<file path="config.mk">
export PLATFORM = sky130hd
export DESIGN_NAME = pdm_mode_ctrl
export DESIGN_NICKNAME = d
export VERILOG_FILES = /design/src/shared/pdm_pkg.sv /design/src/shared/pdm_pd_if.sv /design/src/logic/pdm_mode_ctrl.sv /design/src/logic/pdm_phase_det.sv
export SDC_FILE = /design/constraint.sdc
export NUM_CORES = 1
export LEC_CHECK = 0
export BUFFER_PORTS_ARGS = -buffer_cell sky130_fd_sc_hd__buf_2
export CORE_ASPECT_RATIO = 0.6
export CORE_UTILIZATION = 30
export DETAILED_ROUTE_END_ITERATION = 12
export GPL_ROUTABILITY_DRIVEN = 0
export PLACE_DENSITY = 0.46
export SYNTH_ARGS = -nofsm -noshare
export SYNTH_HDL_FRONTEND = slang
export SYNTH_HIERARCHICAL = 1
export SYNTH_SLANG_ARGS = --single-unit
</file>
<file path="constraint.sdc">
create_clock -name i_clk_sys -period 2.3 [get_ports i_clk_sys]
set_input_delay 0 -clock i_clk_sys [delete_from_list [all_inputs] [get_ports i_clk_sys]]
set_output_delay 0 -clock i_clk_sys [all_outputs]
set_load 0.01 [all_outputs]
</file>
<file path="src/shared/pdm_pkg.sv">
// Constants, field layout and state codes of the PLL mode control block
package pdm_pkg;

   ////////////////////////////////////////////////////////////////////////////////
   // APB register byte offsets
   localparam logic [7:0]  OFF_CTRL       = 8'h00;   // Control, read/write
   localparam logic [7:0]  OFF_WAKE_LEN   = 8'h04;   // Wake limit length, read/write
   localparam logic [7:0]  OFF_STATUS     = 8'h08;   // Live state, read only
   localparam logic [7:0]  OFF_REF_LATCH  = 8'h0c;   // Reference latch, read only
   localparam logic [7:0]  OFF_DIV_LATCH  = 8'h10;   // Divider latch, read only

   // Control register field and reset value
   localparam int          CTRL_LIMIT_BIT = 0;       // Wake-up error limit enable
   localparam logic        CTRL_LIMIT_RST = 1'b1;

   ////////////////////////////////////////////////////////////////////////////////
   // Serial word layout; the control bit is the last bit shifted in
   localparam int          SR_W           = 19;
   localparam int          REF_W          = 17;
   localparam int          DIV_W          = 18;
   localparam int          REF_R_LSB      = 0;
   localparam int          REF_R_W        = 14;
   localparam int          REF_SW_BIT     = 14;      // prescaler_modulus_select
   localparam int          REF_FC_BIT     = 15;      // phase_polarity_bit
   localparam int          REF_LDS_BIT    = 16;      // monitor_output_select
   localparam int          DIV_A_LSB      = 0;
   localparam int          DIV_A_W        = 7;
   localparam int          DIV_N_LSB      = 7;
   localparam int          DIV_N_W        = 11;
   localparam logic [16:0] REF_RST        = 17'h00000;
   localparam logic [17:0] DIV_RST        = 18'h00000;

   ////////////////////////////////////////////////////////////////////////////////
   // Synchroniser lane positions
   localparam int          SY_W           = 7;
   localparam int          SY_SCLK        = 0;
   localparam int          SY_DATA        = 1;
   localparam int          SY_LE          = 2;
   localparam int          SY_PS          = 3;
   localparam int          SY_ZC          = 4;
   localparam int          SY_FR          = 5;
   localparam int          SY_FP          = 6;

   ////////////////////////////////////////////////////////////////////////////////
   // Timing
   localparam int          CLK_PERIOD_NS  = 100;
   localparam int          WAKE_TIME_NS   = 10000;   // Least wake-up limit time
   localparam logic [15:0] WAKE_CYC       =
      16'((WAKE_TIME_NS + CLK_PERIOD_NS - 1) / CLK_PERIOD_NS);
   localparam int          LOCK_TIME_NS   = 1600;    // Least quiet time for lock
   localparam logic [7:0]  LOCK_CYC       =
      8'((LOCK_TIME_NS + CLK_PERIOD_NS - 1) / CLK_PERIOD_NS);

   // Power mode, one-hot
   typedef enum logic [2:0]
   {
      PM_SAVE = 3'b001,
      PM_WAKE = 3'b010,
      PM_RUN  = 3'b100
   } pdm_pwr_t;

endpackage

</file>
<file path="src/shared/pdm_pd_if.sv">
// Carrier between the mode controller and the phase/frequency detector
`timescale 1ns/1ps
interface pdm_pd_if;
   logic ref_edge;   // Divided reference rising edge
   logic cmp_edge;   // Divided comparison rising edge
   logic clr;        // Hold detector idle
   logic ref_lead;   // Reference ahead
   logic cmp_lead;   // Comparison ahead

   modport ctrl (output ref_edge, output cmp_edge, output clr,
                 input ref_lead, input cmp_lead);
   modport det  (input ref_edge, input cmp_edge, input clr,
                 output ref_lead, output cmp_lead);
endinterface

</file>
<file path="src/logic/pdm_mode_ctrl.sv">
// Serial load, power save, phase output and monitor control of the PLL
`timescale 1ns/1ps
module pdm_mode_ctrl
(
   input  wire logic        i_clk_sys,                    // 10 MHz system clock
   input  wire logic        i_arst_n,                     // Async reset, active low
   // Serial programming pins
   input  wire logic        i_ser_clk,                    // Serial shift clock
   input  wire logic        i_ser_data,                   // Serial data, MSB first
   input  wire logic        i_load_enable_pin,            // Latch while high
   // Mode pins
   input  wire logic        i_power_save_pin_n,           // Low = power save
   input  wire logic        i_pump_output_disable_pin_n,  // Low = pump floats
   // Divided frequencies from the counters
   input  wire logic        i_divided_reference_freq,     // Divided reference
   input  wire logic        i_divided_comparison_freq,    // Divided comparison
   // Charge pump, tri-state
   output logic             o_pump,                       // Pump level
   output logic             o_pump_oe_n,                  // Low while driving
   // Phase comparator outputs
   output logic             o_phase_ref,                  // Push-pull output
   output logic             o_phase_cmp,                  // Open drain, always low
   output logic             o_phase_cmp_oe_n,             // Low while pulling down
   output logic             o_lock_or_monitor_pin,        // Lock or monitor
   // Settings toward counters and prescaler
   output logic             o_prescaler_32,               // 1 = 32/33, 0 = 64/65
   output logic [13:0]      o_ref_ratio,                  // Reference divide ratio
   output logic [6:0]       o_swallow,                    // Swallow count
   output logic [10:0]      o_prog_count,                 // Programmable count
   output logic             o_power_down,                 // Nonessential logic off
   // APB slave
   input  wire logic        i_psel,                       // Select
   input  wire logic        i_penable,                    // Access phase
   input  wire logic        i_pwrite,                     // Write direction
   input  wire logic [7:0]  i_paddr,                      // Byte address
   input  wire logic [31:0] i_pwdata,                     // Write data
   output logic [31:0]      o_prdata,                     // Read data
   output logic             o_pready,                     // Always ready
   output logic             o_pslverr                     // Unmapped or bad write
);

   ////////////////////////////////////////////////////////////////////////////////
   // Whole state of the block
   typedef struct packed
   {
      logic [pdm_pkg::SY_W-1:0]  s1;         // First sync stage
      logic [pdm_pkg::SY_W-1:0]  s2;         // Second sync stage
      logic [pdm_pkg::SY_W-1:0]  s3;         // Delayed copy for edges
      logic [pdm_pkg::SR_W-1:0]  sr;         // Serial shift register
      logic [pdm_pkg::REF_W-1:0] ref_lat;    // Reference latch
      logic [pdm_pkg::DIV_W-1:0] div_lat;    // Divider latch
      pdm_pkg::pdm_pwr_t         pwr;        // Power mode
      logic [15:0]               wcnt;       // Wake limit countdown
      logic [7:0]                lcnt;       // Quiet cycles for lock
      logic                      ctrl_limit; // Wake limit enable
      logic [15:0]               wake_len;   // Wake limit length
      logic [31:0]               prdata;     // Read data
      logic                      pslverr;    // Error answer
      logic                      pump;       // Pump level
      logic                      pump_oe_n;  // Pump enable
      logic                      phr;        // Reference output
      logic                      php_oe_n;   // Comparison output enable
      logic                      mon;        // Lock or monitor output
   } pdm_st_t;

   pdm_st_t  s_r;
   pdm_st_t  s_nxt;
   pdm_pd_if pd ();

   // Decoded views of the latched word, the power mode and the lock count
   logic fc;
   logic monitor_output_select;
   logic run;
   logic locked_c;
   assign fc       = s_r.ref_lat[pdm_pkg::REF_FC_BIT];
   assign monitor_output_select      = s_r.ref_lat[pdm_pkg::REF_LDS_BIT];
   assign run      = (s_r.pwr == pdm_pkg::PM_RUN);
   assign locked_c = (s_r.lcnt == pdm_pkg::LOCK_CYC);

   ////////////////////////////////////////////////////////////////////////////////
   // Detector edges from synchronised divided frequencies
   assign pd.ref_edge = s_r.s2[pdm_pkg::SY_FR] & ~s_r.s3[pdm_pkg::SY_FR];
   assign pd.cmp_edge = s_r.s2[pdm_pkg::SY_FP] & ~s_r.s3[pdm_pkg::SY_FP];
   assign pd.clr      = ~run;

   pdm_phase_det u_det
   (
      .i_clk_sys (i_clk_sys),
      .i_arst_n  (i_arst_n),
      .pd        (pd)
   );

   ////////////////////////////////////////////////////////////////////////////////
   // Next-state logic
   always_comb
   begin
      logic sclk_rise;
      logic ref_lead_act;
      logic cmp_lead_act;
      logic wr;
      sclk_rise    = 1'b0;
      ref_lead_act = 1'b0;
      cmp_lead_act = 1'b0;
      wr           = 1'b0;
      s_nxt        = s_r;

      // Pins pass two flops; s1 feeds only s2
      s_nxt.s1 = {i_divided_comparison_freq, i_divided_reference_freq,
                  i_pump_output_disable_pin_n, i_power_save_pin_n,
                  i_load_enable_pin, i_ser_data, i_ser_clk};
      s_nxt.s2 = s_r.s1;
      s_nxt.s3 = s_r.s2;

      // Shift on serial clock rise, in any power mode
      sclk_rise = s_r.s2[pdm_pkg::SY_SCLK] & ~s_r.s3[pdm_pkg::SY_SCLK];
      if (sclk_rise)
      begin
         s_nxt.sr = {s_r.sr[pdm_pkg::SR_W-2:0], s_r.s2[pdm_pkg::SY_DATA]};
      end

      // Latch while load enable is high, steered by the control bit
      if (s_r.s2[pdm_pkg::SY_LE])
      begin
         if (s_r.sr[0])
         begin
            s_nxt.ref_lat = s_r.sr[pdm_pkg::REF_W:1];
         end
         else
         begin
            s_nxt.div_lat = s_r.sr[pdm_pkg::DIV_W:1];
         end
      end

      // Power mode; a low pin wins from any state
      case (s_r.pwr)
         pdm_pkg::PM_SAVE:
         begin
            if (s_r.s2[pdm_pkg::SY_PS])
            begin
               s_nxt.pwr  = s_r.ctrl_limit ? pdm_pkg::PM_WAKE : pdm_pkg::PM_RUN;
               s_nxt.wcnt = s_r.wake_len;
            end
         end
         pdm_pkg::PM_WAKE:
         begin
            // Detector held idle so a random phase gives no error burst
            if (s_r.wcnt <= 16'h0001)
            begin
               s_nxt.pwr = pdm_pkg::PM_RUN;
            end
            s_nxt.wcnt = (s_r.wcnt == 16'h0000) ? 16'h0000 : s_r.wcnt - 16'h0001;
         end
         pdm_pkg::PM_RUN:
         begin
            s_nxt.pwr = pdm_pkg::PM_RUN;
         end
         default:
         begin
            s_nxt.pwr = pdm_pkg::PM_SAVE;
         end
      endcase
      if (!s_r.s2[pdm_pkg::SY_PS])
      begin
         s_nxt.pwr = pdm_pkg::PM_SAVE;
      end

      // Lock detect: quiet cycles saturate; locked outside run
      if (!run)
      begin
         s_nxt.lcnt = pdm_pkg::LOCK_CYC;
      end
      else if (pd.ref_lead | pd.cmp_lead)
      begin
         s_nxt.lcnt = 8'h00;
      end
      else if (!locked_c)
      begin
         s_nxt.lcnt = s_r.lcnt + 8'h01;
      end

      // Phase outputs; idle pattern when equal or not running
      ref_lead_act  = run & pd.ref_lead;
      cmp_lead_act  = run & pd.cmp_lead;
      s_nxt.pump    = fc ? ref_lead_act : cmp_lead_act;
      s_nxt.phr     = fc ? cmp_lead_act : ref_lead_act;
      s_nxt.php_oe_n = ~(fc ? ref_lead_act : cmp_lead_act);
      // Pump floats when equal, in save or wake, or disabled
      s_nxt.pump_oe_n = ~((ref_lead_act | cmp_lead_act)
                          & s_r.s2[pdm_pkg::SY_ZC]);

      // Lock or monitor select
      if (monitor_output_select)
      begin
         s_nxt.mon = fc ? s_r.s2[pdm_pkg::SY_FR] : s_r.s2[pdm_pkg::SY_FP];
      end
      else
      begin
         s_nxt.mon = locked_c | ~run;
      end

      // APB: decode at setup so read data comes from a flop
      if (i_psel & ~i_penable)
      begin
         s_nxt.prdata  = 32'h0000_0000;
         s_nxt.pslverr = 1'b0;
         case (i_paddr)
            pdm_pkg::OFF_CTRL:      s_nxt.prdata = {31'h0, s_r.ctrl_limit};
            pdm_pkg::OFF_WAKE_LEN:  s_nxt.prdata = {16'h0, s_r.wake_len};
            pdm_pkg::OFF_STATUS:
            begin
               s_nxt.prdata = {22'h0, s_r.pwr, locked_c, pd.ref_lead, pd.cmp_lead,
                               s_r.ref_lat[pdm_pkg::REF_LDS_BIT:pdm_pkg::REF_SW_BIT],
                               1'b0};
               s_nxt.pslverr = i_pwrite;
            end
            pdm_pkg::OFF_REF_LATCH:
            begin
               s_nxt.prdata  = {15'h0, s_r.ref_lat};
               s_nxt.pslverr = i_pwrite;
            end
            pdm_pkg::OFF_DIV_LATCH:
            begin
               s_nxt.prdata  = {14'h0, s_r.div_lat};
               s_nxt.pslverr = i_pwrite;
            end
            default:                s_nxt.pslverr = 1'b1;
         endcase
      end

      // Writes take effect at the access edge only
      wr = i_psel & i_penable & i_pwrite;
      if (wr && (i_paddr == pdm_pkg::OFF_CTRL))
      begin
         s_nxt.ctrl_limit = i_pwdata[pdm_pkg::CTRL_LIMIT_BIT];
      end
      if (wr && (i_paddr == pdm_pkg::OFF_WAKE_LEN))
      begin
         s_nxt.wake_len = i_pwdata[15:0];
      end
   end

   ////////////////////////////////////////////////////////////////////////////////
   // State register; power-on starts in power save like the pin
   always_ff @(posedge i_clk_sys or negedge i_arst_n)
   begin
      if (!i_arst_n)
      begin
         s_r            <= '0;
         s_r.ref_lat    <= pdm_pkg::REF_RST;
         s_r.div_lat    <= pdm_pkg::DIV_RST;
         s_r.pwr        <= pdm_pkg::PM_SAVE;
         s_r.lcnt       <= pdm_pkg::LOCK_CYC;
         s_r.ctrl_limit <= pdm_pkg::CTRL_LIMIT_RST;
         s_r.wake_len   <= pdm_pkg::WAKE_CYC;
         s_r.pump_oe_n  <= 1'b1;
         s_r.php_oe_n   <= 1'b1;
         s_r.mon        <= 1'b1;
      end
      else
      begin
         s_r <= s_nxt;
      end
   end

   ////////////////////////////////////////////////////////////////////////////////
   // Outputs from flops; o_power_down decoded from the power mode, o_phase_cmp and o_pready constant
   assign o_pump                = s_r.pump;
   assign o_pump_oe_n           = s_r.pump_oe_n;
   assign o_phase_ref           = s_r.phr;
   assign o_phase_cmp           = 1'b0;
   assign o_phase_cmp_oe_n      = s_r.php_oe_n;
   assign o_lock_or_monitor_pin = s_r.mon;
   assign o_prescaler_32        = s_r.ref_lat[pdm_pkg::REF_SW_BIT];
   assign o_ref_ratio           = s_r.ref_lat[pdm_pkg::REF_R_W-1:pdm_pkg::REF_R_LSB];
   assign o_swallow             = s_r.div_lat[pdm_pkg::DIV_N_LSB-1:pdm_pkg::DIV_A_LSB];
   assign o_prog_count          = s_r.div_lat[pdm_pkg::DIV_W-1:pdm_pkg::DIV_N_LSB];
   assign o_power_down          = (s_r.pwr == pdm_pkg::PM_SAVE);
   assign o_pready              = 1'b1;
   assign o_prdata              = s_r.prdata;
   assign o_pslverr             = s_r.pslverr;
endmodule // pdm_mode_ctrl

</file>
<file path="src/logic/pdm_phase_det.sv">
// Phase/frequency detector with lead flags for reference and comparison
`timescale 1ns/1ps
module pdm_phase_det
(
   input  wire logic i_clk_sys,   // System clock
   input  wire logic i_arst_n,    // Async reset, active low
   pdm_pd_if.det     pd           // Edges in, lead flags out
);

   typedef struct packed
   {
      logic up;
      logic dn;
   } pdm_pd_st_t;

   pdm_pd_st_t s_r;
   pdm_pd_st_t s_nxt;

   ////////////////////////////////////////////////////////////////////////////////
   // Edge sets a flag; both set cancel, so equal rates leave it idle
   always_comb
   begin
      s_nxt    = s_r;
      s_nxt.up = s_r.up | pd.ref_edge;
      s_nxt.dn = s_r.dn | pd.cmp_edge;
      if ((s_nxt.up & s_nxt.dn) | pd.clr)
      begin
         s_nxt = '0;
      end
   end

   // State register
   always_ff @(posedge i_clk_sys or negedge i_arst_n)
   begin
      if (!i_arst_n)
      begin
         s_r <= '0;
      end
      else
      begin
         s_r <= s_nxt;
      end
   end

   assign pd.ref_lead = s_r.up;
   assign pd.cmp_lead = s_r.dn;
endmodule // pdm_phase_det

</file>
### After elaboration in Yosys (flattened, before gate mapping)

Index checks and enable logic that the tools add are counted.

* bits in registers: 159
* logic and storage cells: 85

* $add $sub $neg: 2
* muxes and demuxes: 17
* equal/unequal tests: 11
* reductions and logical operators: 10
* bitwise gates (word level): 24
* $lt $le $gt $ge: 1

Operators by type and width (number)
* $pmux 18 s5: 1
* $pmux 16 s2: 1
* $mux 8: 3
* $mux 19: 1
* $eq 8x4->1 const B: 2
* $eq 8x5->1 const B: 2
* $le 16x1->1 const B: 1
* $logic_not 16->1: 1
* $mux 16: 1
* $sub 16x1->16 const B: 1
* $and 1x1->1: 10
* $mux 3: 3
* $pmux 3 s3: 1
* $add 8x1->8 const B: 1
* $eq 8x3->1 const B: 1
* $logic_not 8->1: 1
* $not 1->1: 8
* $or 1x1->1: 6
* $reduce_and 2->1: 3
* $mux 1: 4
* $eq 3x1->1 const B: 1
* $eq 3x2->1 const B: 1
* $eq 3x3->1 const B: 1
* $ne 3x2->1 const B: 1
* other kinds (8): 9

### Depth between registers and ports, before layout

* depth in word-level cells: 6
* gate-level depth with buffers: 8
* depth with buffers taken out: 7

### Modules after synthesis

The synthesis kept the hierarchy.

By module, submodules not included
* pdm_mode_ctrl: seq. area each 3489.6 um2, area an instance 6550.0 um2, cells each 557, instances 1
* pdm_phase_det: seq. area each 50.0 um2, area an instance 70.1 um2, cells each 6, instances 1

### Worst setup path after synthesis

OpenSTA, ideal clock, no wires.

* kind: register to register
* start: reg s_r[63] (netlist name)
* end: reg s_r[78] (netlist name)
* clock period less this slack: 2.133 ns
* slack: 0.167 ns
* stages on the path, launching flop included: 9
* data required time: 2.174 ns
* setup time: 0.126 ns
* data arrival time: 2.007 ns
* cell sequence: dfrtp_1 -> inv_1 -> ha_1 -> or4b_1 -> nor4_4 -> nand2b_1 -> buf_6 -> o21ai_2 -> a221o_1

* word-level cells in the longest chain between the ends: 3

RTL lines
* start: declaration: line pdm_mode_ctrl.sv:66 `pdm_st_t s_r;`
* start signal: assignment: line pdm_mode_ctrl.sv:261 `s_r <= s_nxt;`
* $sub 16x1->16 / $logic_not 16->1 (equally long branches): line pdm_mode_ctrl.sv:151 `s_nxt.wcnt = (s_r.wcnt == 16'h0000) ? 16'h0000 : s_r.wcnt - 16'h0001;`
* $mux 16 *: line pdm_mode_ctrl.sv:151
* $pmux 16 s2 *: line pdm_mode_ctrl.sv:135 `case (s_r.pwr)`

Every way passes the cells marked *; elsewhere a longest branch is shown, timed or not.
A chain may end at the register's enable or synchronous reset.

### Final worst setup path

* start: reg s_r[64] (netlist name)
* end: reg s_r[69] (netlist name)

The elaborated chain is that of the path after synthesis.

==> parameters.txt <==
Parameter                              Value

Status
  Result of the run ... complete, but fails checks
  Violated checks ... negative setup slack

Clock tree
  Worst-skew pair later-pin latency ... 0.42 ns
  H-Tree Depth ... 4
  Clk sinks ... 141
  Post-CTS clock slew at the launch and capture registers of the worst setup and hold paths ... 0.06 ns
  Clock buffer depth ... 2
  Library cell used as clock root buffer ... clkbuf_16
  Number of buffers inserted during clock tree synthesis ... 17
  Clock tree from TritonCTS ... yes

Die
  Number of primary I/O pins ... 126
  Die area ... 22,700 um^2
  Number of standard-cell rows in the floorplan ... 41
  Height of the die ... 117 um
  DIE WIDTH ... a little under 200 um
  Effective utilization at floorplan ... 31.0%
  Std-Cell Core Area ... ~21,000 um^2

Synthesis
  Post-synthesis adder-cell area fraction ... 0.945%
  Basic-gate share of the synthesized area counting and, or, nand and nor cells ... between 10% and 20%
  Seq/Total Area, Yosys ... 53.5%
  EDFF count, synth ... 0
  Post-synthesis area per instance ... 11.8 um^2
  Top-count cell post-synth ... dfrtp_1
  Netlist area before placement ... 6620 um^2
  Number of distinct standard cells referenced by the synthesized netlist ... 61
  Main flop type after synthesis ... dfrtp_1
  FFs w/ async S/R, synth ... 100%
  Largest cells by area after synthesis ... dfrtp_1, mux2_2, buf_4
  Most frequent cells after synthesis ... dfrtp_1, mux2_2, buf_4, nor2_1, a22oi_1
  Synth Warn # ... 6
  Area share of xor/xnor cells in the synthesized design ... 1.06%
  Main combinational cell family by area after synthesis ... multiplexers
  Synthesized-area fraction occupied by ao, oa, aoi and oai cells ... 11.1%
  Cells after Synth ... 563
  Share of the synthesized area in the top cell type ... 49.9%
  Leading area contributor after synthesis ... dfrtp_1
  Post-synthesis mux area share ... 13.2%
  Seq cells post-synth ... 141

Cells and area
  Count of placed standard cells in the final layout, fillers left out ... 948
  Total inserted antenna cells ... 0
  Post-route cell area ... 8030 um^2
  Layout overhead on the synthesized area ... 21.3%
  Fraction of final layout cells with drive strength greater than 1 ... between 30% and 40%
  Final net count ... 713

STA
  Final worst slack ... -0.00917 ns
  Upper clock frequency limit ... 433 MHz
  Max Slew Vio Count ... 0
  Layout Skew ... ~0.009 ns
  Shortest clock period the worst path allows after layout ... 2.31 ns
  Hold violation count in the final report ... 0
  Worst Max-Slew Pin Slew ... 1.01 ns
  Setup repair after global routing missed its margin ... true
  Crit share post-route ... 100%
  Slew Limit Headroom ... 32.4%
  Total of endpoints with negative setup slack in the final report ... 2
  TNS Setup ... -0.0159 ns

Routing
  Routed wire length ... 17.9 mm
  Avg Vias per Cell ... 4.96
  Post-route DRC violation count ... 0
  DR vias ... 4,706
  DRT iter0 DRCs ... 312
  Average wire per standard cell ... 18.8 um
  Post-DRT Antenna Nets ... 0
  Detailed-routing iteration count for the pre-antenna-repair pass ... 5

Placement
  Instance count after placement with tap cells included ... 885
  Pre-CTS setup slack ... -0.0195 ns
  Cell area after placement ... 7130 um^2
  HPWL after DPL ... 12.9 mm
  Port buffer count ... 93

Power and ir drop
  Static leakage ... 3.73 nW
  Peak ir drop on the vdd network ... just under 0.6 mV
  PwrDens ... 914 nW/um^2

Critical path
  Crit path max-delay cell type ... or4b_4
  Series of cell instances along the critical path ... inv_2 > ha_4 > or4b_4 > nor4_4 > buf_4 > nor2_4 > a21o_1 > a221o_1
  Delay-heaviest family, CP ... simple AND/OR/NAND/NOR gates
  Critical path launch point type ... flop
  Critical path data arrival time ... about 2.6 ns
  Largest fanout of any net on the critical path ... 9
  Largest stage delay on the critical path ... 0.47 ns
  Buf+Inv Stages, Crit Path ... 2
  Start-to-end type of the worst setup path ... flop to flop
  Required time at the endpoint of the critical path ... 2.60 ns
  Worst setup EP type ... flop

Min path
  Worst Hold Class ... primary input to flop

Global routing
  Pin count of the biggest net entering global routing ... 68
  Initial antenna violation count ... 0
  Total global-route track usage ... roughly 16%
  Global-route wire length before repair ... approximately 28 mm
  Via count of the first global-routing pass ... 4,754
  Final global-route overflow total ... 0

Flow run
  Maximum Capacitance Violations ... 0
## state kept, by name, summed over array words and instances (netlist names), 7 cells and up
register	flops
s_nxt	14
o_prog_count	11
o_prdata	18
o_ref_ratio	14
o_swallow	7
s_r	66
## layout make-up
| class | instances | area [um^2] |
|---|---|---|
| clock buffer | 20 | 447 |
| clock inverter | 12 | 87.6 |
| fill | 2113 | 13300 |
| inverter | 7 | 26.3 |
| multi-input combinational | 336 | 2550 |
| sequential | 141 | 3540 |
| tap | 279 | 349 |
| timing repair buffer | 153 | 1030 |
## repair_timing
item / CTS / global route
hold buffers: 28 / 0
hold endpoints to repair: 84 / 0
resized for setup: 3 / 9
setup buffers: 0 / 3
endpoints found under the setup margin: 3 / 9
pin swaps: 0 / 1
## tightest hold or removal path, cell delays in order
cell and delay [ns]:
buf_2 0.13, nor2_1 0.07, nand3_1 0.11, mux2_2 0.16
## metal layers
layer | vias up | wire (um) | GRT usage, %
met1 | 2392 | 9280 | 24.2
met3 | 17 | 1130 | 4.56
met4 | 0 | 171 | 4.11
met2 | 160 | 7290 | 23.7
met5 | - | 0 | 0
li1 | 2137 | - | -
## cells in the final DEF (no fill, tap or decap), types with 3 or more instances in the layout
master / instances
a211oi_1: 3
a21oi_1: 5
a221o_1: 4
a22o_1: 6
a22oi_1: 27
a31oi_1: 10
and3_1: 3
buf_12: 3
buf_2: 92
buf_4: 29
clkbuf_16: 17
clkinv_2: 4
conb_1: 16
dfrtp_1: 132
dfstp_2: 9
dlygate4sd3_1: 28
ha_1: 4
inv_1: 5
inv_6: 4
mux2_2: 72
mux2i_1: 6
nand2_1: 23
nand2b_1: 4
nand3_1: 13
nor2_1: 29
nor2b_1: 8
nor3_1: 6
nor4_1: 5
o211ai_1: 4
o21ai_0: 25
o22ai_1: 5
o31ai_1: 3
or3_1: 4
or4_4: 5
xnor2_1: 4
xor2_1: 4
## metrics by stage
step / total power (W) / utilization, % / hold slack, ns
finish: 0.00734 / 37.6 / 0.0887
global route: 0.00769 / 37.6 / 0.0996
CTS: 0.00734 / 37.3 / 0.0533
detailed placement: 0.00478 / 33.4 / -0.0157
global placement: 0.00474 / 33.4 / -0.0254
floorplan: 0.00435 / - / -0.296
## path summary, 6_finish.rpt
| check | slack [ns] | end | cells past startpoint | startpoint |
|---|---|---|---|---|
| min reg2reg | 0.35 | s_nxt[136] | 0 | s_nxt[143] |
| max reg2reg | -0.009 | s_r[69] | 8 | s_r[64] |
| min | 0.09 | s_r[54] | 4 | i_paddr[2] |
| max | -0.009 | s_r[69] | 8 | s_r[64] |
| max in group asynchronous | 1.41 | s_r[40] | 3 | i_arst_n |
| min in group asynchronous | 0.11 | o_prdata[12] | 2 | i_arst_n |
## where the power goes
part           switching, W  total [W]  internal, W
logic              0.000731    0.00151     0.000774
registers          0.000436    0.00333      0.00289
clock network       0.00109    0.00250      0.00141
total               0.00225    0.00734      0.00508
## cell families (layout without fill, tap and decap cells)
kind of cell / Yosys count / after routing
XOR/XNOR: 8 / 8
flip-flops: 141 / 141
other: 2 / 16
AND/OR/NAND/NOR: 123 / 123
adder cells (fa/ha/maj): 5 / 5
AO/OA/AOI/OAI: 106 / 106
buffers and inverters: 100 / 192
multiplexers: 78 / 78
(Power assumes the default switching activity.)
